<file path="config.mk">
export PLATFORM = sky130hd
export DESIGN_NAME = rkw_cfg_regs
export DESIGN_NICKNAME = d
export VERILOG_FILES = /design/src/logic/rkw_sync2.v /design/src/logic/rkw_wake_latch.v /design/src/logic/rkw_cfg_regs.v
export VERILOG_INCLUDE_DIRS = /design/src /design/src/logic
export SDC_FILE = /design/constraint.sdc
export NUM_CORES = 1
export LEC_CHECK = 0
export BUFFER_PORTS_ARGS = -buffer_cell sky130_fd_sc_hd__buf_2
export CAP_MARGIN = 20
export CELL_PAD_IN_SITES_DETAIL_PLACEMENT = 1
export CELL_PAD_IN_SITES_GLOBAL_PLACEMENT = 1
export CORE_ASPECT_RATIO = 2
export CORE_UTILIZATION = 37
export DETAILED_ROUTE_END_ITERATION = 16
export PLACE_DENSITY = 0.78
export SLEW_MARGIN = 10
export SYNTH_ARGS = -nofsm -noshare
export SYNTH_HDL_FRONTEND = slang
export SYNTH_SLANG_ARGS = --single-unit
</file>
<file path="constraint.sdc">
create_clock -name i_mclk -period 1.1 [get_ports i_mclk]
set_input_delay 0 -clock i_mclk [delete_from_list [all_inputs] [get_ports i_mclk]]
set_output_delay 0 -clock i_mclk [all_outputs]
set_load 0.05 [all_outputs]
</file>
<file path="src/logic/rkw_map.vh">
// Address map, field positions and reset values of the wake and config register bank
`ifndef RKW_MAP_VH
`define RKW_MAP_VH

// ****************************************************************
// Address = {logical device number, configuration index}
// ****************************************************************
`define RKW_LDN_CLOCK        8'h06
`define RKW_LDN_KBD          8'h07
`define RKW_LDN_AUX          8'h08
`define RKW_IDX_MODE         8'hF0
`define RKW_IDX_KBD_RSV_LO   8'hF1
`define RKW_IDX_KBD_RSV_HI   8'hFF
`define RKW_IDX_WAKE_EN1     8'hB0
`define RKW_IDX_WAKE_STAT1   8'hB2

// ****************************************************************
// Reset values
// ****************************************************************
`define RKW_RST_CLK_MODE     8'h00
`define RKW_RST_KBD_SEL      8'h00
`define RKW_RST_WAKE_EN1     8'h00
`define RKW_RST_WAKE_STAT1   8'h00

// ****************************************************************
// Clock mode register fields
// ****************************************************************
`define RKW_MODE_LOCK_LSB    0
`define RKW_MODE_LOCK_MSB    3
`define RKW_MODE_BANK_LSB    4
`define RKW_MODE_BANK_MSB    5
`define RKW_BANK_UP_ONLY     2'h0
`define RKW_BANK_BOTH        2'h1
`define RKW_BANK_NONE        2'h2
`define RKW_BANK_LOW_ONLY    2'h3
`define RKW_LOWER_BANK_BASE  8'h70
`define RKW_CMOS_BLK_MSB     6
`define RKW_CMOS_BLK_LSB     5

// ****************************************************************
// Keyboard select register fields
// ****************************************************************
`define RKW_KBD_RST_HW_BIT   0
`define RKW_KBD_A20_HW_BIT   1
`define RKW_KBD_P92_EN_BIT   2
`define RKW_KBD_P12_POL_BIT  7

// ****************************************************************
// Wake enable and status bit positions
// ****************************************************************
`define RKW_WK_RING_ONE      0
`define RKW_WK_RING_TWO      1
`define RKW_WK_KBD_CLOCK     2
`define RKW_WK_MOUSE_CLOCK   3
`define RKW_WK_GROUP_ONE     4
`define RKW_WK_GROUP_TWO     5
`define RKW_WK_IR_RECEIVE    6
`define RKW_WK_CLOCK_ALARM   7

`endif

</file>
<file path="src/logic/rkw_sync2.v">
// Two-flop synchroniser for a group of asynchronous pin levels
`timescale 1ns/1ps
`default_nettype none
module rkw_sync2 #(
    parameter W    = 1,
    parameter INIT = 1'b1
) (
    input  wire         i_mclk,
    input  wire         i_rst_n,
    input  wire         i_ce,
    input  wire [W-1:0] i_async,
    output wire [W-1:0] o_sync
);
    reg [W-1:0] meta_reg;
    reg [W-1:0] sync_reg;

    // Idle pins rest high, so reset to high avoids a false fall at release
    always @(posedge i_mclk or negedge i_rst_n) begin
        if (!i_rst_n) begin
            meta_reg <= {W{INIT}};
            sync_reg <= {W{INIT}};
        end else if (i_ce) begin
            meta_reg <= i_async;
            sync_reg <= meta_reg;
        end
    end

    assign o_sync = sync_reg;
endmodule
`default_nettype wire

</file>
<file path="src/logic/rkw_wake_latch.v">
// Sticky wake status bit: set on a falling edge or a high level, cleared by a status read
`timescale 1ns/1ps
`default_nettype none
module rkw_wake_latch #(
    parameter FALL = 1
) (
    input  wire i_mclk,
    input  wire i_rst_n,
    input  wire i_ce,
    input  wire i_level,
    input  wire i_clr,
    output wire o_flag
);
    reg  prev_reg;
    reg  flag_reg;
    wire set_evt;
    wire flag_next;

    assign set_evt   = FALL ? (prev_reg & ~i_level) : i_level;
    // Set wins over a clear in the same cycle so no event is lost
    assign flag_next = set_evt | (flag_reg & ~i_clr);

    always @(posedge i_mclk or negedge i_rst_n) begin
        if (!i_rst_n) begin
            prev_reg <= 1'b1;
            flag_reg <= 1'b0;
        end else if (i_ce) begin
            prev_reg <= i_level;
            flag_reg <= flag_next;
        end
    end

    assign o_flag = flag_reg;
endmodule
`default_nettype wire

</file>
<file path="src/logic/rkw_cfg_regs.v">
// Clock CMOS, keyboard select and wake enable configuration registers
`timescale 1ns/1ps
`default_nettype none
`include "rkw_map.vh"
module rkw_cfg_regs #(
    parameter AW = 16,
    parameter DW = 8
) (
    input  wire          i_mclk,
    input  wire          i_rst_n,
    input  wire          i_vbat_rst_n,
    input  wire          i_ce,
    // Register port
    input  wire [AW-1:0] i_addr,
    input  wire [DW-1:0] i_wdata,
    input  wire          i_wr,
    input  wire          i_rd,
    output wire [DW-1:0] o_rdata,
    // CMOS access qualification
    input  wire          i_cmos_wr,
    input  wire          i_cmos_rd,
    input  wire          i_cmos_upper,
    input  wire [6:0]    i_cmos_off,
    output wire          o_cmos_wr_ok,
    output wire          o_cmos_rd_ok,
    output wire          o_lower_bank_en,
    output wire [7:0]    o_lower_bank_base,
    output wire          o_upper_bank_en,
    // Keyboard controller hooks
    input  wire          i_kbd_reset_assert,
    output wire          o_kbd_port_line_twelve,
    output wire          o_port92_en,
    output wire          o_addr20_gate_hw,
    output wire          o_keyboard_reset_hw,
    // Wake sources
    input  wire          i_ring_one_n,
    input  wire          i_ring_two_n,
    input  wire          i_kbd_clock,
    input  wire          i_mouse_clock,
    input  wire          i_ir_receive_pin,
    input  wire          i_group_int_one,
    input  wire          i_group_int_two,
    input  wire          i_clock_alarm,
    output wire          o_power_on_request_n
);

    // ****************************************************************
    // Address decode
    // ****************************************************************
    wire [7:0] ldn;
    wire [7:0] idx;
    wire       hit_mode;
    wire       hit_kbd;
    wire       hit_kbd_rsv;
    wire       hit_wake_en;
    wire       hit_wake_st;

    assign ldn         = i_addr[15:8];
    assign idx         = i_addr[7:0];
    assign hit_mode    = (ldn == `RKW_LDN_CLOCK) && (idx == `RKW_IDX_MODE);
    assign hit_kbd     = (ldn == `RKW_LDN_KBD) && (idx == `RKW_IDX_MODE);
    assign hit_kbd_rsv = (ldn == `RKW_LDN_KBD) && (idx >= `RKW_IDX_KBD_RSV_LO)
                         && (idx <= `RKW_IDX_KBD_RSV_HI);
    assign hit_wake_en = (ldn == `RKW_LDN_AUX) && (idx == `RKW_IDX_WAKE_EN1);
    assign hit_wake_st = (ldn == `RKW_LDN_AUX) && (idx == `RKW_IDX_WAKE_STAT1);

    // ****************************************************************
    // Clock mode register (main supply reset)
    // ****************************************************************
    reg  [3:0] lock_reg;
    reg  [3:0] lock_next;
    reg  [1:0] bank_reg;
    reg  [1:0] bank_next;
    // Constant, so the asynchronous reset branch loads no logic
    localparam [7:0] mode_rst = `RKW_RST_CLK_MODE;

    always @* begin
        lock_next = lock_reg;
        bank_next = bank_reg;
        if (i_wr && hit_mode) begin
            // Writing zero cannot unlock a block
            lock_next = lock_reg | i_wdata[`RKW_MODE_LOCK_MSB:`RKW_MODE_LOCK_LSB];
            bank_next = i_wdata[`RKW_MODE_BANK_MSB:`RKW_MODE_BANK_LSB];
        end
    end

    always @(posedge i_mclk or negedge i_rst_n) begin
        if (!i_rst_n) begin
            lock_reg <= mode_rst[`RKW_MODE_LOCK_MSB:`RKW_MODE_LOCK_LSB];
            bank_reg <= mode_rst[`RKW_MODE_BANK_MSB:`RKW_MODE_BANK_LSB];
        end else if (i_ce) begin
            lock_reg <= lock_next;
            bank_reg <= bank_next;
        end
    end

    // ****************************************************************
    // Bank mapping
    // ****************************************************************
    reg lower_en_reg;
    reg upper_en_reg;
    reg lower_en_next;
    reg upper_en_next;

    always @* begin
        case (bank_next)
            `RKW_BANK_UP_ONLY: begin
                lower_en_next = 1'b0;
                upper_en_next = 1'b1;
            end
            `RKW_BANK_BOTH: begin
                lower_en_next = 1'b1;
                upper_en_next = 1'b1;
            end
            `RKW_BANK_NONE: begin
                lower_en_next = 1'b0;
                upper_en_next = 1'b0;
            end
            `RKW_BANK_LOW_ONLY: begin
                lower_en_next = 1'b1;
                upper_en_next = 1'b0;
            end
            default: begin
                lower_en_next = 1'b0;
                upper_en_next = 1'b0;
            end
        endcase
    end

    always @(posedge i_mclk or negedge i_rst_n) begin
        if (!i_rst_n) begin
            lower_en_reg <= 1'b0;
            upper_en_reg <= 1'b1;
        end else if (i_ce) begin
            lower_en_reg <= lower_en_next;
            upper_en_reg <= upper_en_next;
        end
    end

    assign o_lower_bank_en   = lower_en_reg;
    assign o_upper_bank_en   = upper_en_reg;
    assign o_lower_bank_base = `RKW_LOWER_BANK_BASE;

    // ****************************************************************
    // CMOS lock gating
    // ****************************************************************
    // Combinational so a locked access is dropped in the cycle it arrives
    wire [1:0] cmos_blk;
    wire       blk_locked;

    assign cmos_blk     = i_cmos_off[`RKW_CMOS_BLK_MSB:`RKW_CMOS_BLK_LSB];
    assign blk_locked   = i_cmos_upper & lock_reg[cmos_blk];
    assign o_cmos_wr_ok = i_cmos_wr & ~blk_locked;
    assign o_cmos_rd_ok = i_cmos_rd & ~blk_locked;

    // ****************************************************************
    // Keyboard select register
    // ****************************************************************
    reg  [7:0] kbd_sel_reg;
    reg        p12_reg;
    wire       p12_next;

    always @(posedge i_mclk or negedge i_rst_n) begin
        if (!i_rst_n) begin
            kbd_sel_reg <= `RKW_RST_KBD_SEL;
        end else if (i_ce && i_wr && hit_kbd) begin
            kbd_sel_reg <= i_wdata;
        end
    end

    // Low polarity drives the line low while reset is asserted
    assign p12_next = kbd_sel_reg[`RKW_KBD_P12_POL_BIT] ? i_kbd_reset_assert
                                                        : ~i_kbd_reset_assert;

    always @(posedge i_mclk or negedge i_rst_n) begin
        if (!i_rst_n) begin
            p12_reg <= 1'b1;
        end else if (i_ce) begin
            p12_reg <= p12_next;
        end
    end

    assign o_kbd_port_line_twelve = p12_reg;
    assign o_port92_en            = kbd_sel_reg[`RKW_KBD_P92_EN_BIT];
    assign o_addr20_gate_hw       = kbd_sel_reg[`RKW_KBD_A20_HW_BIT];
    assign o_keyboard_reset_hw    = kbd_sel_reg[`RKW_KBD_RST_HW_BIT];

    // ****************************************************************
    // Wake enable register (battery reset only)
    // ****************************************************************
    reg [7:0] wake_en_reg;

    always @(posedge i_mclk or negedge i_vbat_rst_n) begin
        if (!i_vbat_rst_n) begin
            wake_en_reg <= `RKW_RST_WAKE_EN1;
        end else if (i_ce && i_wr && hit_wake_en) begin
            wake_en_reg <= i_wdata;
        end
    end

    // ****************************************************************
    // Wake status sources
    // ****************************************************************
    wire [4:0] pin_sync;
    wire [7:0] wake_st;
    wire       st_clr;
    wire [4:0] pin_idx_lvl;

    assign st_clr = i_rd & hit_wake_st;

    rkw_sync2 #(
        .W    (5),
        .INIT (1'b1)
    ) u_pin_sync (
        .i_mclk  (i_mclk),
        .i_rst_n (i_vbat_rst_n),
        .i_ce    (i_ce),
        .i_async ({i_ir_receive_pin, i_mouse_clock, i_kbd_clock,
                   i_ring_two_n, i_ring_one_n}),
        .o_sync  (pin_sync)
    );

    assign pin_idx_lvl = pin_sync;

    rkw_wake_latch #(.FALL(1)) u_lat_ring1 (
        .i_mclk  (i_mclk),
        .i_rst_n (i_vbat_rst_n),
        .i_ce    (i_ce),
        .i_level (pin_idx_lvl[0]),
        .i_clr   (st_clr),
        .o_flag  (wake_st[`RKW_WK_RING_ONE])
    );

    rkw_wake_latch #(.FALL(1)) u_lat_ring2 (
        .i_mclk  (i_mclk),
        .i_rst_n (i_vbat_rst_n),
        .i_ce    (i_ce),
        .i_level (pin_idx_lvl[1]),
        .i_clr   (st_clr),
        .o_flag  (wake_st[`RKW_WK_RING_TWO])
    );

    rkw_wake_latch #(.FALL(1)) u_lat_kclk (
        .i_mclk  (i_mclk),
        .i_rst_n (i_vbat_rst_n),
        .i_ce    (i_ce),
        .i_level (pin_idx_lvl[2]),
        .i_clr   (st_clr),
        .o_flag  (wake_st[`RKW_WK_KBD_CLOCK])
    );

    rkw_wake_latch #(.FALL(1)) u_lat_mclk (
        .i_mclk  (i_mclk),
        .i_rst_n (i_vbat_rst_n),
        .i_ce    (i_ce),
        .i_level (pin_idx_lvl[3]),
        .i_clr   (st_clr),
        .o_flag  (wake_st[`RKW_WK_MOUSE_CLOCK])
    );

    rkw_wake_latch #(.FALL(1)) u_lat_irrx (
        .i_mclk  (i_mclk),
        .i_rst_n (i_vbat_rst_n),
        .i_ce    (i_ce),
        .i_level (pin_idx_lvl[4]),
        .i_clr   (st_clr),
        .o_flag  (wake_st[`RKW_WK_IR_RECEIVE])
    );

    // Alarm is on-chip: no synchroniser, level sets the sticky bit
    rkw_wake_latch #(.FALL(0)) u_lat_alarm (
        .i_mclk  (i_mclk),
        .i_rst_n (i_vbat_rst_n),
        .i_ce    (i_ce),
        .i_level (i_clock_alarm),
        .i_clr   (st_clr),
        .o_flag  (wake_st[`RKW_WK_CLOCK_ALARM])
    );

    // Group interrupts are cleared at their source, so they pass live
    assign wake_st[`RKW_WK_GROUP_ONE] = i_group_int_one;
    assign wake_st[`RKW_WK_GROUP_TWO] = i_group_int_two;

    // ****************************************************************
    // Power-on request
    // ****************************************************************
    reg pwr_req_n_reg;

    always @(posedge i_mclk or negedge i_vbat_rst_n) begin
        if (!i_vbat_rst_n) begin
            pwr_req_n_reg <= 1'b1;
        end else if (i_ce) begin
            pwr_req_n_reg <= ~|(wake_st & wake_en_reg);
        end
    end

    assign o_power_on_request_n = pwr_req_n_reg;

    // ****************************************************************
    // Read path
    // ****************************************************************
    reg [DW-1:0] rdata_reg;
    reg [DW-1:0] rdata_next;

    always @* begin
        rdata_next = {DW{1'b0}};
        if (hit_mode) begin
            rdata_next = {2'h0, bank_reg, lock_reg};
        end else if (hit_kbd) begin
            rdata_next = kbd_sel_reg;
        end else if (hit_kbd_rsv) begin
            rdata_next = {DW{1'b0}};
        end else if (hit_wake_en) begin
            rdata_next = wake_en_reg;
        end else if (hit_wake_st) begin
            rdata_next = wake_st;
        end
    end

    // Data stands only in the cycle after the strobe
    always @(posedge i_mclk or negedge i_rst_n) begin
        if (!i_rst_n) begin
            rdata_reg <= {DW{1'b0}};
        end else if (i_ce) begin
            rdata_reg <= i_rd ? rdata_next : {DW{1'b0}};
        end
    end

    assign o_rdata = rdata_reg;

endmodule
`default_nettype wire

</file>
Word-level counts from Yosys, hierarchy flattened
Index checks and enable logic that the tools add are counted.
- flip-flop bits (word level): 55
- input bits: 49
- output and inout bits: 25
- word-level logic and storage cells: 95
- eq/ne operators: 9
- mux-type cells: 12
- bitwise logic cells: 31
- reductions and logical operators: 18
- $lt $le $gt $ge: 3
- operators with widths (operator ; number):
    8-bit 2-to-1 mux ; 6
    8-bit equality test (second input constant) ; 3
    8-bit by 3-bit equality test with 1-bit output (second input constant) ; 2
    1-bit bitwise AND ; 15
    1-bit logical AND ; 10
    8-bit bitwise AND ; 1
    8-bit by 4-bit equality test with 1-bit output (second input constant) ; 1
    8-bit greater-or-equal comparator (second input constant) ; 1
    8-bit <= comparator (second input constant) ; 1
    1-bit NOT ; 8
    2-bit OR reduction ; 4
    8-bit OR reduction ; 1
    1-bit bitwise OR ; 6
    2-bit equality test (second input constant) ; 2
    4-bit bitwise OR ; 1
    1-bit one-hot mux with 2 select lines ; 2
    2-bit by 3-bit < comparator with 1-bit output (second input constant) ; 1
    1-bit binary-select mux with 2-bit select ; 1
    2-bit by 1-bit equality test with 1-bit output (second input constant) ; 1
    2-bit zero test ; 1
    1-bit 2-to-1 mux ; 2
    2-bit 2-to-1 mux ; 1
    2-bit AND reduction ; 1
    1-bit zero test ; 1

Longest topological paths before layout
- depth in word-level cells: 8
- depth in mapped cells: 6
- depth with buffers taken out: 4

Hierarchy
From an unflattened synthesis, not the netlist that was laid out.
- cell total of the unflattened synthesis: 208
- area total of the unflattened synthesis: 2681.3 µm²
- by module, submodules not included (module ; sequential area each (µm²) ; cells an instance ; instances ; area an instance (µm²)):
    rkw_cfg_regs ; 829.5 ; 154 ; 1 ; 1800.5
    rkw_sync2 ; 262.8 ; 21 ; 1 ; 424.2
    rkw_wake_latch at u_lat_irrx ... ; 51.3 ; 6 ; 5 ; 83.8
    rkw_wake_latch at u_lat_alarm ; 25.0 ; 3 ; 1 ; 37.5

Least setup slack after synthesis
No wires, ideal clock.
- path type: input -> register
- start: in i_addr[15]
- end: reg kbd_sel_reg[0]
- library setup time: 125 ps
- path buffers: 2
- cell stages on the path: 6
- data required time: 975 ps
- slack: -947 ps
- arrival time: 1922 ps
- cells stage by stage: or4_1 buf_2 or4_4 or3_1 buf_6 mux2_4
- longest elaborated chain between the ends: 3
- RTL lines (item ; RTL line ; text):
    start: declaration ; rkw_cfg_regs.v:14 ; input wire [AW-1:0] i_addr,
    8-bit by 3-bit equality test with 1-bit output (no source line) ; n/a ;
    1-bit logical AND ; rkw_cfg_regs.v:61 ; assign hit_kbd = (ldn == `RKW_LDN_KBD) && (idx == `RKW_IDX_MODE);
    1-bit logical AND ; rkw_cfg_regs.v:166 ; end else if (i_ce && i_wr && hit_kbd) begin
    end signal: assignment ; rkw_cfg_regs.v:165 ; kbd_sel_reg <= `RKW_RST_KBD_SEL;
    end signal: assignment ; rkw_cfg_regs.v:167 ; kbd_sel_reg <= i_wdata;
    end: declaration ; rkw_cfg_regs.v:159 ; reg [7:0] kbd_sel_reg;
Every way passes these cells.
A chain may end at the register's enable or synchronous reset.

Worst setup path after layout
- start: in i_addr[12]
- end: reg kbd_sel_reg[2]
The elaborated chain is that of the path after synthesis.

==> run metrics <==
status finished with violations; failing checks setup timing; Slew HR 0.6213; Final Non-Filler Cells 406; number of port buffers 60; Tot GR Track Use 0.2344; Final nets 366; deepest clock path buffer count 2; sw power 1.119 mW; post-route minimum period 1.789 ns; Min-Delay Path Class primary input to flop; Worst Path Max Fanout 8; Detailed Route WL 7740 microns; crit-path cells buf_6 -> or4_4 -> or4_4 -> or3_4 -> mux2_4; CTS root buf clkbuf_16; number of global-route vias before repair 2418; H-Tree Depth 2; Die X 61.23 microns; final setup TNS -18.89 ns; Worst EP required 1.27 ns; setup repair after global routing missed its margin yes; vias per cell 5.227; Die Height 120.5 microns; Pwr Density 1187 mW/mm^2; Post-DP HPWL 5512 microns; Final Hold Vio Count 0; crit path DAT 1.96 ns; Die ar. 0.007376 sq mm; clk slew on worst S/H paths 0.07 ns; Initial Utilization 0.3890; Worst-Margin Slew 0.5680 ns; row count 42; critical path's slowest cell or4_4; CP startpoint i_addr[12]; Int Power 3.280 mW; flops & latches, synth 54; max incr delay on CP 0.56 ns; number of diodes 0; Num CTS Buffers 5; Worst-Skew Late Latency 0.29 ns; DRT antenna net count 0; gp weighted congestion 0.8055; clk sinks 54; Switching Share 0.2544; DRC viols 0; DR vias 2122; DRT Pass-1 Iters 4; P_leak 1.789 nW; DR WL/cell 19.06 microns; Crit path top cell by count or4_4; first-pass GRT wire length 12340 microns; Max-cap violations 0; DR iter-0 viols 60; core area 0.006674 sq mm; Worst setup EP type flop; final core utilization 0.5555; min-delay src i_wdata[5]; initial antenna violation count 0; max-slew violations 0; Worst Clk Skew 0.002867 ns; Post-Syn Area per Cell 12.60 sq um; # setup viols final 40; Comb power frac 0.149; CP Class primary input to flop; Startpoint Class primary input; Distinct cells, synth 37; Ys Warns 0; largest net degree at the start of global routing 31; Placed Cells 378; Post-Syn Area 0.002596 sq mm; grt ovf 0; CTS tree done; cell count after synthesis 206; r2r startpoint u_lat_ring2.o_flag; Max Freq 559.1 MHz; share of cells above drive strength 1 0.6069; Tcrit/Tclk final 1.626; Clock Power Share 0.349; sequential area share after synthesis 0.5292; worst setup margin -0.6887 ns; Reg power frac 0.503; Layout area overhead 42.80%; Ports 74; peak supply drop 1071 uV
critical path, delay by kind of cell:
| kind | cells | cell delay, ns |
|---|---|---|
| buffers and inverters | 1 | 0.09 |
| muxes | 1 | 0.34 |
| and+or+nand+nor | 3 | 1.53 |
layout by cell type, fill, tap and decap left out, drive strengths merged, types with 4 or more instances in the layout:
cell type    synthesis  final
nand3                6      6
a22oi                6      6
a21o                 4      4
conb                 2      8
dfrtp               36     36
nand2               15     15
o21ai               10     10
buf                 12     97
nand2b               4      4
dlygate4sd3          0     15
clkbuf               5      8
or4                  5      5
o2bb2ai              9      9
mux2                42     42
nor4                 4      4
dfstp               18     18
synthesized netlist by cell type (all sizes together):
library cell	n	area [sq um]
o21ai	10	50.05
nand4bb	1	11.26
nor2	1	3.750
mux4	1	22.52
or4b	1	10.01
or4	5	41.29
nor3	1	10.01
dfrtp	36	900.9
a32oi	2	17.52
or4bb	1	11.26
or3	2	12.51
a22oi	6	45.04
clkinv	1	3.750
nand2	15	56.30
a22o	3	26.28
nand4	3	18.77
mux2	42	503.0
nor4	4	25.02
xnor2	1	8.760
a21o	4	30.03
o21a	1	7.510
inv	3	11.26
nand2b	4	25.02
clkbuf	5	18.77
nand4b	2	17.52
dfstp	18	473.0
buf	12	91.33
conb	2	7.510
and2	3	18.77
nand3	6	30.03
a221oi	1	8.760
o2bb2ai	9	78.83
cell type report:
class	instances	area, sq um
clock buffers	5	125.1
clock inverters	3	16.27
fillers	739	2967
inverters	4	15.01
multi-input cells	137	1251
flip-flops and latches	54	1374
well taps	88	110.1
repair buffers	115	815.8
kinds of logic after synthesis:
family	share of synthesized area
DFF	0.5292
and+or+nand+nor	0.1123
xor gates and xnor gates	0.003374
buffers and inverters	0.04819
other	0.002893
AOI/OAI and AO/OA	0.1017
muxes	0.2024
final timing paths:
path | slack (ns) | depth (start not counted) | to
worst min register to register | 0.48 | 2 | o_power_on_request_n
worst max register to register | -0.12 | 4 | o_rdata[1]
min in group asynchronous | 0.23 | 2 | o_rdata[4]
worst max-delay path | -0.69 | 5 | kbd_sel_reg[2]
worst min-delay path | 0.01 | 2 | flop
max in group asynchronous | 0.49 | 2 | kbd_sel_reg[1]
layer usage:
metal | vias to the layer above | track usage | share of wire
li1 | 969 | - | -
met1 | 1069 | 0.2514 | 0.36
met2 | 63 | 0.4232 | 0.58
met3 | 21 | 0.03422 | 0.030
met4 | 0 | 0.1108 | 0.037
met5 | - | 0 | 0
timing repair:
action                                 4_1_cts  5_1_grt
gates cloned                                 0        0
endpoints found under the hold margin       57        0
setup endpoints to repair                   40       43
pin swaps                                   11        8
hold buffers                                15        0
buffers inserted                             7        4
resized for setup                           39       12
stage by stage:
step / hold WS (ns) / setup WS, ns / power [mW] / area [sq um]
finish: 0.01279 / -0.6887 / 4.399 / 3707
global route: 0.01456 / -0.7021 / 4.563 / 3707
floorplan: -0.2956 / -0.9338 / 2.578 / 2670
detailed placement: 0.02492 / -1.111 / 2.809 / 3216
CTS: 0.003796 / -0.7101 / 4.422 / 3677
global placement: 0.01912 / -1.070 / 2.781 / 3216
power by group through the flow:
stage,registers (mW),clock network [mW],logic [mW]
floorplan,2.27,0,0.308
global placement,2.23,0,0.548
detailed placement,2.24,0,0.566
CTS,2.21,1.57,0.640
global route,2.22,1.64,0.701
finish,2.21,1.53,0.654
(Power assumes the default switching activity.)
